<file path="config.mk">
export PLATFORM = sky130hd
export DESIGN_NAME = cies_core
export DESIGN_NICKNAME = d
export VERILOG_FILES = /design/src/hw/cies_file_regs.v /design/src/hw/cies_watchdog.v /design/src/hw/cies_core.v
export VERILOG_INCLUDE_DIRS = /design/src /design/src/include
export SDC_FILE = /design/constraint.sdc
export NUM_CORES = 1
export LEC_CHECK = 0
export BUFFER_PORTS_ARGS = -buffer_cell sky130_fd_sc_hd__buf_2
export CAP_MARGIN = 10
export CORE_MARGIN = 2
export CORE_UTILIZATION = 51
export DETAILED_ROUTE_END_ITERATION = 8
export PLACE_DENSITY = 0.68
export SLEW_MARGIN = 10
export SYNTH_ARGS = -nofsm -noshare
export SYNTH_HDL_FRONTEND = slang
export SYNTH_HIERARCHICAL = 1
export SYNTH_SLANG_ARGS = --single-unit
export TNS_END_PERCENT = 30
</file>
<file path="constraint.sdc">
create_clock -name clk_sys_in -period 7.6 [get_ports clk_sys_in]
set_input_delay 0.76 -clock clk_sys_in [delete_from_list [all_inputs] [get_ports clk_sys_in]]
set_output_delay 0.76 -clock clk_sys_in [all_outputs]
set_load 0.01 [all_outputs]
</file>
<file path="src/include/cies_defs.vh">
// Constants for the instruction execution subset core
`ifndef CIES_DEFS_VH
`define CIES_DEFS_VH

// ----------------------------------------
// Instruction cycle divider
// ----------------------------------------
`define CIES_CYC_DIV 2'h3
// ----------------------------------------
// Opcode encodings
// ----------------------------------------
`define CIES_OP_SKIP_SET 4'h7
`define CIES_OP_CALL 4'h9
`define CIES_OP_COMPL 6'h09
`define CIES_OP_CLR_REG 7'h03
`define CIES_OP_CLR_ACC 12'h040
`define CIES_OP_WD_CLR 12'h004
// ----------------------------------------
// Status register
// ----------------------------------------
`define CIES_STATUS_ADDR 5'h03
`define CIES_STATUS_RST 8'h18
`define CIES_ST_ZERO 2
`define CIES_ST_POWERDOWN 3
`define CIES_ST_TIMEOUT 4
// ----------------------------------------
// Reset values and watchdog
// ----------------------------------------
`define CIES_PC_RST 11'h000
`define CIES_WD_PRE_TOP 8'hff
`define CIES_WD_CNT_TOP 8'hff

`endif

</file>
<file path="src/hw/cies_file_regs.v">
// File register array of the execution core
`timescale 1ns/100ps
module cies_file_regs (
  input wire clk_sys_in,      // System clock
  input wire [4:0] addr_in,   // Register address
  input wire we_in,           // Write strobe
  input wire [7:0] wdata_in,  // Write data
  output wire [7:0] rdata_out // Read data
);
  reg [7:0] mem_r [0:31];

  assign rdata_out = mem_r[addr_in];

  always @(posedge clk_sys_in)
  begin
    if (we_in)
    begin
      mem_r[addr_in] <= wdata_in;
    end
  end
endmodule

</file>
<file path="src/hw/cies_watchdog.v">
// Watchdog counter with shared prescaler
`timescale 1ns/100ps
`include "cies_defs.vh"
module cies_watchdog (
  input wire clk_sys_in,      // System clock
  input wire rstn_in,         // Async reset, low
  input wire tick_in,         // Instruction cycle enable
  input wire clear_in,        // Watchdog clear pulse
  input wire psa_in,          // Prescaler on watchdog
  output wire [7:0] count_out, // Counter value
  output wire expire_out      // Overflow pulse
);
  reg [7:0] pre_r;
  reg [7:0] cnt_r;
  reg expire_r;
  wire step;

  assign step = ~psa_in | (pre_r == `CIES_WD_PRE_TOP);
  assign count_out = cnt_r;
  assign expire_out = expire_r;

  always @(posedge clk_sys_in or negedge rstn_in)
  begin
    if (!rstn_in)
    begin
      pre_r <= 8'h00;
      cnt_r <= 8'h00;
      expire_r <= 1'b0;
    end
    else
    begin
      expire_r <= 1'b0;
      if (clear_in)
      begin
        cnt_r <= 8'h00;
        if (psa_in)
        begin
          pre_r <= 8'h00;
        end
      end
      else if (tick_in)
      begin
        if (psa_in)
        begin
          pre_r <= pre_r + 8'h01;
        end
        if (step)
        begin
          cnt_r <= cnt_r + 8'h01;
          expire_r <= (cnt_r == `CIES_WD_CNT_TOP);
        end
      end
    end
  end
endmodule

</file>
<file path="src/hw/cies_core.v">
// Execution core for a subset of the 8-bit instruction set
`timescale 1ns/100ps
`include "cies_defs.vh"
module cies_core (
  input wire clk_sys_in,          // System clock, 200 MHz
  input wire rstn_in,             // Async reset, low
  input wire [11:0] instr_in,     // Word at pc_out
  input wire psa_in,              // Prescaler on watchdog
  output wire [10:0] pc_out,      // Fetch address
  output wire [7:0] w_out,        // Accumulator
  output wire [7:0] status_out,   // Status register
  output wire [10:0] stack_top_out, // Stack top
  output wire [7:0] wdt_count_out, // Watchdog counter
  output wire wdt_expire_out,     // Watchdog overflow pulse
  output wire cyc_en_out,         // Instruction cycle enable
  output wire skip_slot_out       // Discarded slot in execution
);

  // ----------------------------------------
  // Functions
  // ----------------------------------------
  function is_zero;
    input [7:0] val;
    begin
      is_zero = (val == 8'h00);
    end
  endfunction

  function [7:0] with_zero;
    input [7:0] st;
    input [7:0] res;
    begin
      with_zero = st;
      with_zero[`CIES_ST_ZERO] = is_zero(res);
    end
  endfunction

  // Only the page and upper bits of status take a data write
  function [7:0] status_wr;
    input [7:0] st;
    input [7:0] val;
    begin
      status_wr = st;
      status_wr[7:5] = val[7:5];
    end
  endfunction

  function [7:0] read_operand;
    input [4:0] addr;
    input [7:0] st;
    input [7:0] arr;
    begin
      if (addr == `CIES_STATUS_ADDR)
      begin
        read_operand = st;
      end
      else
      begin
        read_operand = arr;
      end
    end
  endfunction

  function bit_of;
    input [7:0] val;
    input [2:0] idx;
    begin
      bit_of = val[idx];
    end
  endfunction

  function [10:0] call_target;
    input [1:0] page;
    input [7:0] k;
    begin
      call_target = {page, 1'b0, k};
    end
  endfunction

  // ----------------------------------------
  // State
  // ----------------------------------------
  reg [1:0] div_r;
  reg cyc_en_r;
  reg [10:0] pc_r;
  reg [10:0] pc_nxt;
  reg [11:0] ir_r;
  reg [11:0] ir_nxt;
  reg flush_r;
  reg flush_nxt;
  reg [7:0] w_r;
  reg [7:0] w_nxt;
  reg [7:0] status_r;
  reg [7:0] status_nxt;
  reg [10:0] stk0_r;
  reg [10:0] stk1_r;
  reg push;
  reg fr_we;
  reg [7:0] fr_wdata;
  reg wd_clear;
  wire [7:0] fr_rdata;
  wire [7:0] src;
  wire [4:0] faddr;
  wire is_status;
  wire wd_expire;

  // ----------------------------------------
  // Decode
  // ----------------------------------------
  wire dec_skip_set;
  wire dec_call;
  wire dec_compl;
  wire dec_clr_reg;
  wire dec_clr_acc;
  wire dec_wd_clr;

  assign dec_skip_set = (ir_r[11:8] == `CIES_OP_SKIP_SET);
  assign dec_call = (ir_r[11:8] == `CIES_OP_CALL);
  assign dec_compl = (ir_r[11:6] == `CIES_OP_COMPL);
  assign dec_clr_reg = (ir_r[11:5] == `CIES_OP_CLR_REG);
  assign dec_clr_acc = (ir_r == `CIES_OP_CLR_ACC);
  assign dec_wd_clr = (ir_r == `CIES_OP_WD_CLR);

  assign faddr = ir_r[4:0];
  assign is_status = (faddr == `CIES_STATUS_ADDR);
  assign src = read_operand(faddr, status_r, fr_rdata);

  // ----------------------------------------
  // Submodules
  // ----------------------------------------
  cies_file_regs u_regs (
    .clk_sys_in(clk_sys_in),
    .addr_in(faddr),
    .we_in(fr_we),
    .wdata_in(fr_wdata),
    .rdata_out(fr_rdata)
  );

  cies_watchdog u_wd (
    .clk_sys_in(clk_sys_in),
    .rstn_in(rstn_in),
    .tick_in(cyc_en_r),
    .clear_in(wd_clear),
    .psa_in(psa_in),
    .count_out(wdt_count_out),
    .expire_out(wd_expire)
  );

  assign wdt_expire_out = wd_expire;
  assign pc_out = pc_r;
  assign w_out = w_r;
  assign status_out = status_r;
  assign stack_top_out = stk0_r;
  assign cyc_en_out = cyc_en_r;
  assign skip_slot_out = flush_r;

  // ----------------------------------------
  // Instruction cycle divider
  // ----------------------------------------
  always @(posedge clk_sys_in or negedge rstn_in)
  begin
    if (!rstn_in)
    begin
      div_r <= 2'h0;
      cyc_en_r <= 1'b0;
    end
    else
    begin
      cyc_en_r <= (div_r == `CIES_CYC_DIV);
      div_r <= div_r + 2'h1;
    end
  end

  // ----------------------------------------
  // Execute
  // ----------------------------------------
  always @*
  begin
    pc_nxt = pc_r;
    ir_nxt = ir_r;
    flush_nxt = flush_r;
    w_nxt = w_r;
    status_nxt = status_r;
    push = 1'b0;
    fr_we = 1'b0;
    fr_wdata = 8'h00;
    wd_clear = 1'b0;
    if (wd_expire)
    begin
      status_nxt[`CIES_ST_TIMEOUT] = 1'b0;
    end
    if (cyc_en_r)
    begin
      ir_nxt = instr_in;
      pc_nxt = pc_r + 11'h001;
      flush_nxt = 1'b0;
      if (flush_r)
      begin
        w_nxt = w_r;
      end
      else if (dec_skip_set)
      begin
        flush_nxt = bit_of(src, ir_r[7:5]);
      end
      else if (dec_call)
      begin
        push = 1'b1;
        pc_nxt = call_target(status_r[6:5], ir_r[7:0]);
        flush_nxt = 1'b1;
      end
      else if (dec_clr_acc)
      begin
        w_nxt = 8'h00;
        status_nxt = with_zero(status_nxt, 8'h00);
      end
      else if (dec_clr_reg)
      begin
        fr_we = ~is_status;
        fr_wdata = 8'h00;
        if (is_status)
        begin
          status_nxt = status_wr(status_nxt, 8'h00);
        end
        status_nxt = with_zero(status_nxt, 8'h00);
      end
      else if (dec_compl)
      begin
        if (ir_r[5])
        begin
          fr_we = ~is_status;
          fr_wdata = ~src;
          if (is_status)
          begin
            status_nxt = status_wr(status_nxt, ~src);
          end
        end
        else
        begin
          w_nxt = ~src;
        end
        status_nxt = with_zero(status_nxt, ~src);
      end
      else if (dec_wd_clr)
      begin
        wd_clear = 1'b1;
        status_nxt[`CIES_ST_TIMEOUT] = 1'b1;
        status_nxt[`CIES_ST_POWERDOWN] = 1'b1;
      end
    end
  end

  // ----------------------------------------
  // Registers
  // ----------------------------------------
  always @(posedge clk_sys_in or negedge rstn_in)
  begin
    if (!rstn_in)
    begin
      pc_r <= `CIES_PC_RST;
      ir_r <= 12'h000;
      flush_r <= 1'b1;
      w_r <= 8'h00;
      status_r <= `CIES_STATUS_RST;
    end
    else
    begin
      pc_r <= pc_nxt;
      ir_r <= ir_nxt;
      flush_r <= flush_nxt;
      w_r <= w_nxt;
      status_r <= status_nxt;
    end
  end

  // ----------------------------------------
  // Return stack
  // ----------------------------------------
  always @(posedge clk_sys_in or negedge rstn_in)
  begin
    if (!rstn_in)
    begin
      stk0_r <= 11'h000;
      stk1_r <= 11'h000;
    end
    else if (push)
    begin
      stk1_r <= stk0_r;
      stk0_r <= pc_r;
    end
  end
endmodule

</file>
==> results of run 1 <==
cell families (layout without fill, tap and decap cells):
| kind of cell | count (synthesis) | count (layout) | share of synthesized area |
|---|---|---|---|
| other | 1 | 2 | 0.000277 |
| buffers and inverters | 68 | 146 | 0.0242 |
| and+or+nand+nor | 236 | 236 | 0.0917 |
| adders and majority gates | 4 | 4 | 0.00370 |
| muxes | 153 | 153 | 0.115 |
| DFF | 325 | 325 | 0.696 |
| xor gates and xnor gates | 7 | 7 | 0.00453 |
| AOI/OAI and AO/OA | 137 | 137 | 0.0649 |
power by group through the flow:
stage | clock network, W | registers (W) | logic [W]
after floorplan | 0 | 0.00207 | 0.000146
after global placement | 0 | 0.00207 | 0.000228
after detailed placement | 0 | 0.00208 | 0.000233
after CTS | 0.00169 | 0.00204 | 0.000234
after global routing | 0.00177 | 0.00205 | 0.000260
final | 0.00166 | 0.00204 | 0.000232
layout make-up:
type                       instances  area [µm²]
fill                            2015       10800
sequential                       325        9420
multi-input combinational        539        3830
clock buffer                      41         941
tap                              335         419
timing repair buffer              73         393
clock inverter                    17         184
inverter                          15        56.3
metrics by stage:
| stage | hold slack (ns) | util |
|---|---|---|
| 2_1_floorplan | 0.401 | - |
| 3_3_place_gp | 0.414 | 0.541 |
| 3_5_place_dp | 0.398 | 0.541 |
| 4_1_cts | 0.422 | 0.585 |
| 5_1_grt | 0.432 | 0.585 |
| 6_report | 0.419 | 0.585 |
routing by layer:
metal | GRT usage | wire (µm) | vias to the layer above
met3 | 0.0380 | 2130 | 64
li1 | - | - | 3701
met2 | 0.325 | 13700 | 327
met5 | 0 | 0 | -
met4 | 0.0813 | 981 | 0
met1 | 0.319 | 13500 | 4098
worst min path at each step:
stage,from,end,slack [ns],depth (start not counted)
after floorplan,div_r[0]$_DFF_PN0_,div_r[0]$_DFF_PN0_,0.40,1
after global placement,div_r[0]$_DFF_PN0_,div_r[0]$_DFF_PN0_,0.41,1
after detailed placement,u_wd/expire_out$_DFF_PN0_,status_out[4]$_DFF_PN1_,0.40,1
after CTS,u_wd/expire_out$_DFF_PN0_,status_out[4]$_DFF_PN1_,0.42,1
after global routing,u_wd/expire_out$_DFF_PN0_,status_out[4]$_DFF_PN1_,0.43,1
final,u_wd/expire_out$_DFF_PN0_,status_out[4]$_DFF_PN1_,0.42,1
placed cells by master, fill, tap and decap left out, types with 7 or more instances in the layout:
master / synthesis / layout
a21oi_1: 22 / 20
and3_1: 7 / 7
buf_2: 25 / 62
buf_4: 3 / 11
clkbuf_16: 0 / 37
dfrtp_1: 66 / 65
edfxtp_1: 256 / 256
inv_1: 15 / 15
mux2_2: 16 / 16
mux2i_1: 135 / 135
nand2_1: 73 / 73
nand3_1: 16 / 16
nand4_1: 8 / 8
nor2_1: 53 / 47
nor3_1: 12 / 10
nor4_1: 19 / 19
o21ai_0: 19 / 19
o22ai_1: 72 / 72
sequential cells by signal, indices dropped and copies added (netlist names):
signal	count
pc_out	11
div_r	2
u_regs/mem_r	256
status_out	6
skip_slot_out	1
ir_r	12
cyc_en_out	1
u_wd/pre_r	8
stack_top_out	11
w_out	8
u_wd/count_out	8
u_wd/expire_out	1
==> impl_metrics.ini, run 1 <==
[outcome]
outcome = completed

[worst_setup_path]
crit_type = register to register
r2r_end = u_regs/mem_r[9][4]$_DFFE_PP_
critPathCapture = u_regs/mem_r[9][4]$_DFFE_PP_
setup.worst_path.end_class = register
crit_required_ns = 7.73
rr_startpoint = ir_r[1]$_DFFE_PN0P_
ff2ff_path_depth = 7
r2r_slack_ns = 3.20
crit_chain = buf_4 -> mux2i_1 -> o22ai_1 -> nor4_1 -> nand2_1 -> mux2_2 -> nor2_2
cp_max_fo = 53
cp_top_family = simple AND/OR/NAND/NOR gates
start_kind = register
cp_slowest_cell = dfrtp_4
path_buf_inv = 1
cp_slowest_stage_delay_ns = 0.90
worstPathArrival_ns = 4.53
critPathLaunch = ir_r[1]$_DFFE_PN0P_
path_depth = 7

[die]
die_area_um2 = 27900
start_util = 0.519
dieHeight_um = 167
coreArea_um2 = 26100
num_rows = 59
die_x_um = 167
ios = 64

[sta]
rsz0062_at_grt = false
fin_setup_tns_ns = 0
finalCriticalPeriod_ns = 4.40
max_freq_ghz = 0.227
finClkSkew_ns = 0.0143
slew_viol_final = 0
max_slew_margin = 0.199
layout_setup_ws_ns = 3.20
setup_violations = 0
finalHoldViolCount = 0
fin_crit_sh = 0.579
worst_pin_slew_ns = 1.20

[power]
leakagePower_nw = 6.22
vdd_ir_drop_max_v = 0.000245
p_int_w = 0.00308
p_sw_frac = 0.218
power_per_cell_area_nw_per_um2 = 258
seqPwrFrac = 0.519
p_sw_w = 0.000858
power_w = 0.00394
p_clk_frac = 0.422
comb_power_share = 0.059

[clock_network]
cts.sinks = 325
cts_buffers = 35
clk_pin_slew_worst_paths_ns = 0.06
cts_hold_buffers = 0
cts_max_level = 2
cts_root_buffer = clkbuf_16
cts_setup_buffers = 0
cts_tree = yes
clkLatencyLatePin_ns = 0.51
cts.repair.resized = 0
clockBufferDepth = 3

[cells_and_area]
diodes = 0
fin_nets = 1008
drive_gt1_frac = 0.167
final_cell_area_um2 = 15200
stdcell_count = 1345
area_delta_synth_final_pct = 12.6

[placement]
gp_congestion = 0.834
numPortBuffers = 61
dp_cells = 1287
placed_cell_area_um2 = 14100
dp_slack_ns = 3.11
hpwl_um = 18900

[synthesis]
syn_inst = 931
synth_area_per_cell_um2 = 14.5
synthTopCellsByCount = 256 x edfxtp_1, 135 x mux2i_1, 73 x nand2_1
synth.most_common_cell = edfxtp_1
synth_edf_count = 256
async_reset_ff_frac = 0.212
ys_seq_area_frac = 0.696
synthTopCellsByArea = edfxtp_1 57%, dfrtp_1 12%, mux2i_1 10%, o22ai_1 3.3%, nand2_1 2.0%
syn-cell-area_um2 = 13500
synth_ff_type = edfxtp_1
synth_top_area_share = 0.568
ys_ff_latch = 325
ys.warnings.count = 6
yosysTopAreaCell = edfxtp_1
ys_types = 60

[detailed_routing]
via_count = 8190
drtIter0Drc = 763
drt-pass1-iter-count = 5
wire_per_inst_um = 22.5
wl_um = 30300
viasPerCell = 6.09
ant_nets = 0
drcViolationCount = 0

[global_routing]
grt_pass1_vias = 7780
grt_pass1_wl_um = 46200
grt_use_total = 0.217
overflow = 0
grt_max_degree = 70
antenna_found_initial = 0

[job]
max_cap_viol_count = 0

[worst_hold_path]
holdCritPathClass = register to register
(Power assumes the default switching activity.)
==> run 2: changes to the inputs <==
--- a/config.mk
+++ b/config.mk
@@ -11,7 +11,7 @@
 export CORE_MARGIN = 2
 export CORE_UTILIZATION = 51
 export DETAILED_ROUTE_END_ITERATION = 8
-export PLACE_DENSITY = 0.68
+export PLACE_DENSITY = 0.71
 export SLEW_MARGIN = 10
 export SYNTH_ARGS = -nofsm -noshare
 export SYNTH_HDL_FRONTEND = slang
==> constraint.sdc (replaced) <==
create_clock -name clk_sys_in -period 3.8 [get_ports clk_sys_in]
set_input_delay 0.38 -clock clk_sys_in [delete_from_list [all_inputs] [get_ports clk_sys_in]]
set_output_delay 0.38 -clock clk_sys_in [all_outputs]
set_load 0.01 [all_outputs]
==> impl_metrics.ini, run 2 (same netlist as run 1, synthesis figures left out) <==
[global_routing]
overflow = 0
grt_max_degree = 40
grt_use_total = 0.224
grt_pass1_vias = 8074
antenna_found_initial = 0
grt_pass1_wl_um = 48100

[worst_setup_path]
r2r_end = u_regs/mem_r[25][5]$_DFFE_PP_
setup.worst_path.end_class = register
ff2ff_path_depth = 7
start_kind = register
cp_max_fo = 28
cp_top_family = simple AND/OR/NAND/NOR gates
path_buf_inv = 1
crit_required_ns = 4.08
r2r_slack_ns = 0.33
critPathLaunch = ir_r[3]$_DFFE_PN0P_
cp_slowest_stage_delay_ns = 1.01
worstPathArrival_ns = 3.75
crit_chain = nand4bb_1 -> o22ai_1 -> nor4_1 -> nand2_1 -> mux2_2 -> nor2_2 -> buf_4
cp_slowest_cell = dfrtp_1
rr_startpoint = ir_r[3]$_DFFE_PN0P_
crit_type = register to register

[sta]
fin_setup_tns_ns = 0
finalCriticalPeriod_ns = 3.47
worst_pin_slew_ns = 1.06
rsz0062_at_grt = false
slew_viol_final = 0
setup_violations = 0
fin_crit_sh = 0.912
holdWs_ns = 0.0983
max_freq_ghz = 0.288
max_slew_margin = 0.292
finClkSkew_ns = 0.0154
finalHoldViolCount = 0

[power]
vdd_ir_drop_max_v = 0.000343
p_int_w = 0.00604
p_clk_frac = 0.413
seqPwrFrac = 0.528
p_sw_frac = 0.220
leakagePower_nw = 6.40
p_sw_w = 0.00171
comb_power_share = 0.060
power_w = 0.00775
power_per_cell_area_nw_per_um2 = 500

[detailed_routing]
drcViolationCount = 0
viasPerCell = 6.07
wire_per_inst_um = 22.3
wl_um = 30800
drt-pass1-iter-count = 5
drtIter0Drc = 943
ant_nets = 0
via_count = 8367

[worst_hold_path]
holdPathEnd = ir_r[5]$_DFFE_PN0P_
holdCritPathClass = input port to register
min-delay-start = instr_in[5]
holdPathStages = 3

[clock_network]
cts_max_level = 2
cts_buffers = 34
cts_setup_buffers = 0
cts_root_buffer = clkbuf_16
cts_tree = yes
cts.sinks = 325
clkLatencyLatePin_ns = 0.51
clockBufferDepth = 3
clk_pin_slew_worst_paths_ns = 0.06

[outcome]
outcome = completed

[cells_and_area]
reg_top3 = u_regs/mem_r (256), ir_r (12)
final_cell_mix = 256 x edfxtp_1, 135 x mux2i_1, 73 x nand2_1, 72 x o22ai_1, 65 x dfrtp_1
stdcell_count = 1379
n_fill_cell = 1966
diodes = 0
largest-register = u_regs/mem_r
largest_reg_flops = 256
drive_gt1_frac = 0.193
area_delta_synth_final_pct = 14.4
fin_nets = 1043
final_common_cell = edfxtp_1
ff_latch_area_um2 = 9420
multi_input_area_um2 = 3810

[die]
num_rows = 59
ios = 64
die_area_um2 = 27900
dieHeight_um = 167
die_x_um = 167
start_util = 0.519
coreArea_um2 = 26100

[placement]
hpwl_um = 20100
numPortBuffers = 61
gp_congestion = 0.854
dp_cells = 1322

[job]
max_cap_viol_count = 0
[run 2: changes by cell type in the layout (fill, tap and decap cells not counted), sizes merged]
cell | before | now
buf | 73 | 108
bufinv | 4 | 1
clkbuf | 41 | 44
clkinv | 12 | 11
clkinvlp | 1 | 0
dlygate4sd3 | 0 | 1
[run 2: power by group through the flow]
stage	Clock, W	Combinational [W]	Sequential [W]
CTS	0.00325	0.000468	0.00409
global route	0.00338	0.000512	0.00412
detailed placement	0	0.000465	0.00416
floorplan	0	0.000292	0.00414
finish	0.00320	0.000463	0.00409
global placement	0	0.000452	0.00415
[run 2: cell type report]
cell class | count | share of cell area
clock inverter | 12 | 0.00509
inverter | 15 | 0.00364
tap | 335 | 0.0271
clock buffer | 44 | 0.0648
timing repair buffer | 109 | 0.0448
sequential | 325 | 0.608
multi-input combinational | 539 | 0.246
[run 2: metal layers]
layer | share of wire | vias to the layer above | global-route usage
met2 | 0.46 | 368 | 0.341
li1 | - | 3771 | -
met4 | 0.028 | 0 | 0.0742
met5 | 0 | - | 0
met1 | 0.44 | 4168 | 0.332
met3 | 0.073 | 60 | 0.0333
[run 2: worst min-delay path, delay by kind of cell]
family	cells	cell delay (ns)
compound gates	1	0.06
buf+inv	1	0.08
simple gates	1	0.04
[run 2: worst max-delay path by stage]
stage                                         end  cells past startpoint  slack (ns)
floorplan            u_regs/mem_r[0][7]$_DFFE_PP_                      9        0.75
global placement        skip_slot_out$_DFFE_PN1P_                      8        0.49
detailed placement  u_regs/mem_r[16][5]$_DFFE_PP_                      7        0.40
CTS                 u_regs/mem_r[25][5]$_DFFE_PP_                      7        0.35
global route        u_regs/mem_r[27][5]$_DFFE_PP_                      7        0.16
finish              u_regs/mem_r[25][5]$_DFFE_PP_                      7        0.33
[run 2: metrics by stage]
step	setup WS (ns)	instance area [µm²]	util
3_5_place_dp	0.398	14400	0.552
5_1_grt	0.161	15500	0.594
6_report	0.333	15500	0.594
3_3_place_gp	0.492	14400	0.552
2_1_floorplan	0.749	13500	-
4_1_cts	0.352	15500	0.594
[run 2: timing repair]
action | 4_1_cts | 5_1_grt
endpoints found under the hold margin | 14 | 0
gates resized for setup | 0 | 0
hold buffers | 1 | 0
setup endpoints to repair | 0 | 0
==> run 3: changes to the inputs <==
--- a/config.mk
+++ b/config.mk
@@ -6,6 +6,7 @@
 export SDC_FILE = /design/constraint.sdc
 export NUM_CORES = 1
 export LEC_CHECK = 0
+export ABC_AREA = 1
 export BUFFER_PORTS_ARGS = -buffer_cell sky130_fd_sc_hd__buf_2
 export CAP_MARGIN = 10
 export CORE_MARGIN = 2
==> impl_metrics.ini, run 3 <==
[detailed_routing]
viasPerCell = 5.28
via_count = 10537
ant_nets = 0
wire_per_inst_um = 16.8
wl_um = 33600
drcViolationCount = 0
drtIter0Drc = 959
drt-pass1-iter-count = 5

[sta]
max_freq_ghz = 0.291
holdWs_ns = 0.0233
rsz0062_at_grt = false
finalCriticalPeriod_ns = 3.44
fin_crit_sh = 0.906
fin_setup_tns_ns = 0
setup_violations = 0
layout_setup_ws_ns = 0.359
worst_pin_slew_ns = 0.943
finalHoldViolCount = 0
max_slew_margin = 0.372
finClkSkew_ns = 0.0105
slew_viol_final = 0

[worst_setup_path]
ff2ff_path_depth = 16
rr_startpoint = ir_r[0]$_DFFE_PN0P_
crit_required_ns = 4.12
r2r_end = u_regs/mem_r[26][5]$_DFFE_PP_
crit_type = register to register
r2r_slack_ns = 0.36
worstPathArrival_ns = 3.76
cp_max_fo = 81
setup.worst_path.end_class = register
start_kind = register

[clock_network]
cts_tree = yes
clk_pin_slew_worst_paths_ns = 0.06
cts_hold_buffers = 0
cts_max_level = 2
cts.sinks = 325
cts_buffers = 35
cts_root_buffer = clkbuf_16
cts.repair.resized = 0
clockBufferDepth = 3
cts_setup_buffers = 0
clkLatencyLatePin_ns = 0.51

[cells_and_area]
largest_reg_flops = 256
fin_nets = 1618
diodes = 0
final_cell_mix = 832 x nand2_1, 256 x edfxtp_1, 70 x nor2_1, 67 x inv_1, 64 x dfrtp_1
final_common_cell = nand2_1
utilization = 0.586
reg_top3 = u_regs/mem_r (256), ir_r (12)
final_cell_area_um2 = 16400
largest-register = u_regs/mem_r
area_delta_synth_final_pct = 12.5
drive_gt1_frac = 0.120

[placement]
dp_slack_ns = 0.392
gp_congestion = 0.915
numPortBuffers = 61
hpwl_um = 20700
placed_cell_area_um2 = 15300

[power]
p_clk_frac = 0.418
p_sw_frac = 0.226
vdd_ir_drop_max_v = 0.000370
comb_power_share = 0.065
leakagePower_nw = 7.73
seqPwrFrac = 0.517
p_sw_w = 0.00175
power_per_cell_area_nw_per_um2 = 474
p_int_w = 0.00600

[die]
start_util = 0.521
die_x_um = 173
num_rows = 61
ios = 64
die_area_um2 = 29900
coreArea_um2 = 27900
dieHeight_um = 173

[synthesis]
ys_types = 42
async_reset_ff_frac = 0.212
synthTopCellsByCount = 832 x nand2_1, 256 x edfxtp_1, 76 x nor2_1
synth_edf_count = 256
synth.most_common_cell = nand2_1
ys.warnings.count = 6
ys_ff_latch = 325
synth_top_area_share = 0.528
ys_seq_area_frac = 0.647
syn_inst = 1533
synth_area_per_cell_um2 = 9.49
yosysTopAreaCell = edfxtp_1
syn-cell-area_um2 = 14600
synth_ff_type = edfxtp_1
synthTopCellsByArea = edfxtp_1 53%, nand2_1 21%, dfrtp_1 11%, nor2_1 2.0%, inv_1 1.7%

[global_routing]
grt_use_total = 0.228
grt_pass1_vias = 10212
grt_pass1_wl_um = 53900
grt_max_degree = 82
antenna_found_initial = 0
overflow = 0

[worst_hold_path]
holdCritPathClass = input port to async pin

[job]
max_cap_viol_count = 0

[outcome]
outcome = completed
## run 3: changes by cell type in the layout (fill, tap and decap cells not counted), moves of 23 or more
| cell | change |
|---|---|
| nand2_1 | +759 |
| mux2i_1 | -135 |
| o22ai_1 | -72 |
| inv_1 | +52 |
| buf_4 | -27 |
| nor2_1 | +23 |
## run 3: how the worst max path moves through the flow
stage,from,to,slack (ns)
3_3_place_gp,ir_r[0]$_DFFE_PN0P_,u_regs/mem_r[31][5]$_DFFE_PP_,0.46
2_1_floorplan,ir_r[0]$_DFFE_PN0P_,u_regs/mem_r[0][5]$_DFFE_PP_,0.62
5_1_grt,ir_r[0]$_DFFE_PN0P_,u_regs/mem_r[19][5]$_DFFE_PP_,0.12
4_1_cts,ir_r[0]$_DFFE_PN0P_,u_regs/mem_r[9][2]$_DFFE_PP_,0.35
6_report,ir_r[0]$_DFFE_PN0P_,u_regs/mem_r[26][5]$_DFFE_PP_,0.36
3_5_place_dp,ir_r[0]$_DFFE_PN0P_,u_regs/mem_r[1][2]$_DFFE_PP_,0.39
## run 3: final cells by class
cell class,instances,area [µm²]
fillers,2380,11600
flip-flops and latches,325,9420
repair buffers,84,536
clock inverters,11,109
well taps,378,473
inverters,83,313
multi-input cells,1070,4540
clock buffers,45,977
## run 3: critical path, cell delays in order (launching register included)
cell and delay [ns]:
dfrtp_4 0.65, clkinv_2 0.16, buf_12 0.24, nand2_1 0.10
nand2_1 0.05, nand2_1 0.08, nand2_1 0.07, nand2_1 0.07
nand2_1 0.07, nor2_1 0.22, nand2_1 0.08, inv_1 0.06
nand2_1 0.07, nand2_1 0.10, inv_1 0.08, nor3_2 0.74
buf_4 0.37
## run 3: per-layer routing
metal / track usage / vias to the layer above / share of wire
li1: - / 5068 / -
met1: 0.324 / 4999 / 0.43
met2: 0.367 / 404 / 0.47
met3: 0.0292 / 66 / 0.070
met4: 0.0773 / 0 / 0.027
met5: 0 / - / 0
## run 3: power groups by stage
stage | Sequential [W] | Combinational, W | Clock, W
after global routing | 0.00402 | 0.000562 | 0.00345
after detailed placement | 0.00407 | 0.000500 | 0
final | 0.00401 | 0.000504 | 0.00324
after CTS | 0.00400 | 0.000505 | 0.00330
after floorplan | 0.00408 | 0.000301 | 0
after global placement | 0.00407 | 0.000487 | 0
## run 3: kinds of logic (layout without fill, tap and decap cells)
| kind of cell | count (synthesis) | after routing | synth area share |
|---|---|---|---|
| other | 1 | 2 | 0.000258 |
| buffers and inverters | 139 | 223 | 0.0432 |
| XOR/XNOR | 7 | 7 | 0.00421 |
| AO/OA/AOI/OAI | 62 | 62 | 0.0247 |
| AND/OR/NAND/NOR | 995 | 995 | 0.277 |
| adder cells (fa/ha/maj) | 4 | 4 | 0.00344 |
| flip-flops | 325 | 325 | 0.647 |
## run 3: through the flow
step | total power, W | std cells
final | 0.00775 | 1996
after global placement | 0.00456 | 1939
after CTS | 0.00781 | 1995
after global routing | 0.00803 | 1996
after floorplan | 0.00438 | 1534
after detailed placement | 0.00457 | 1939
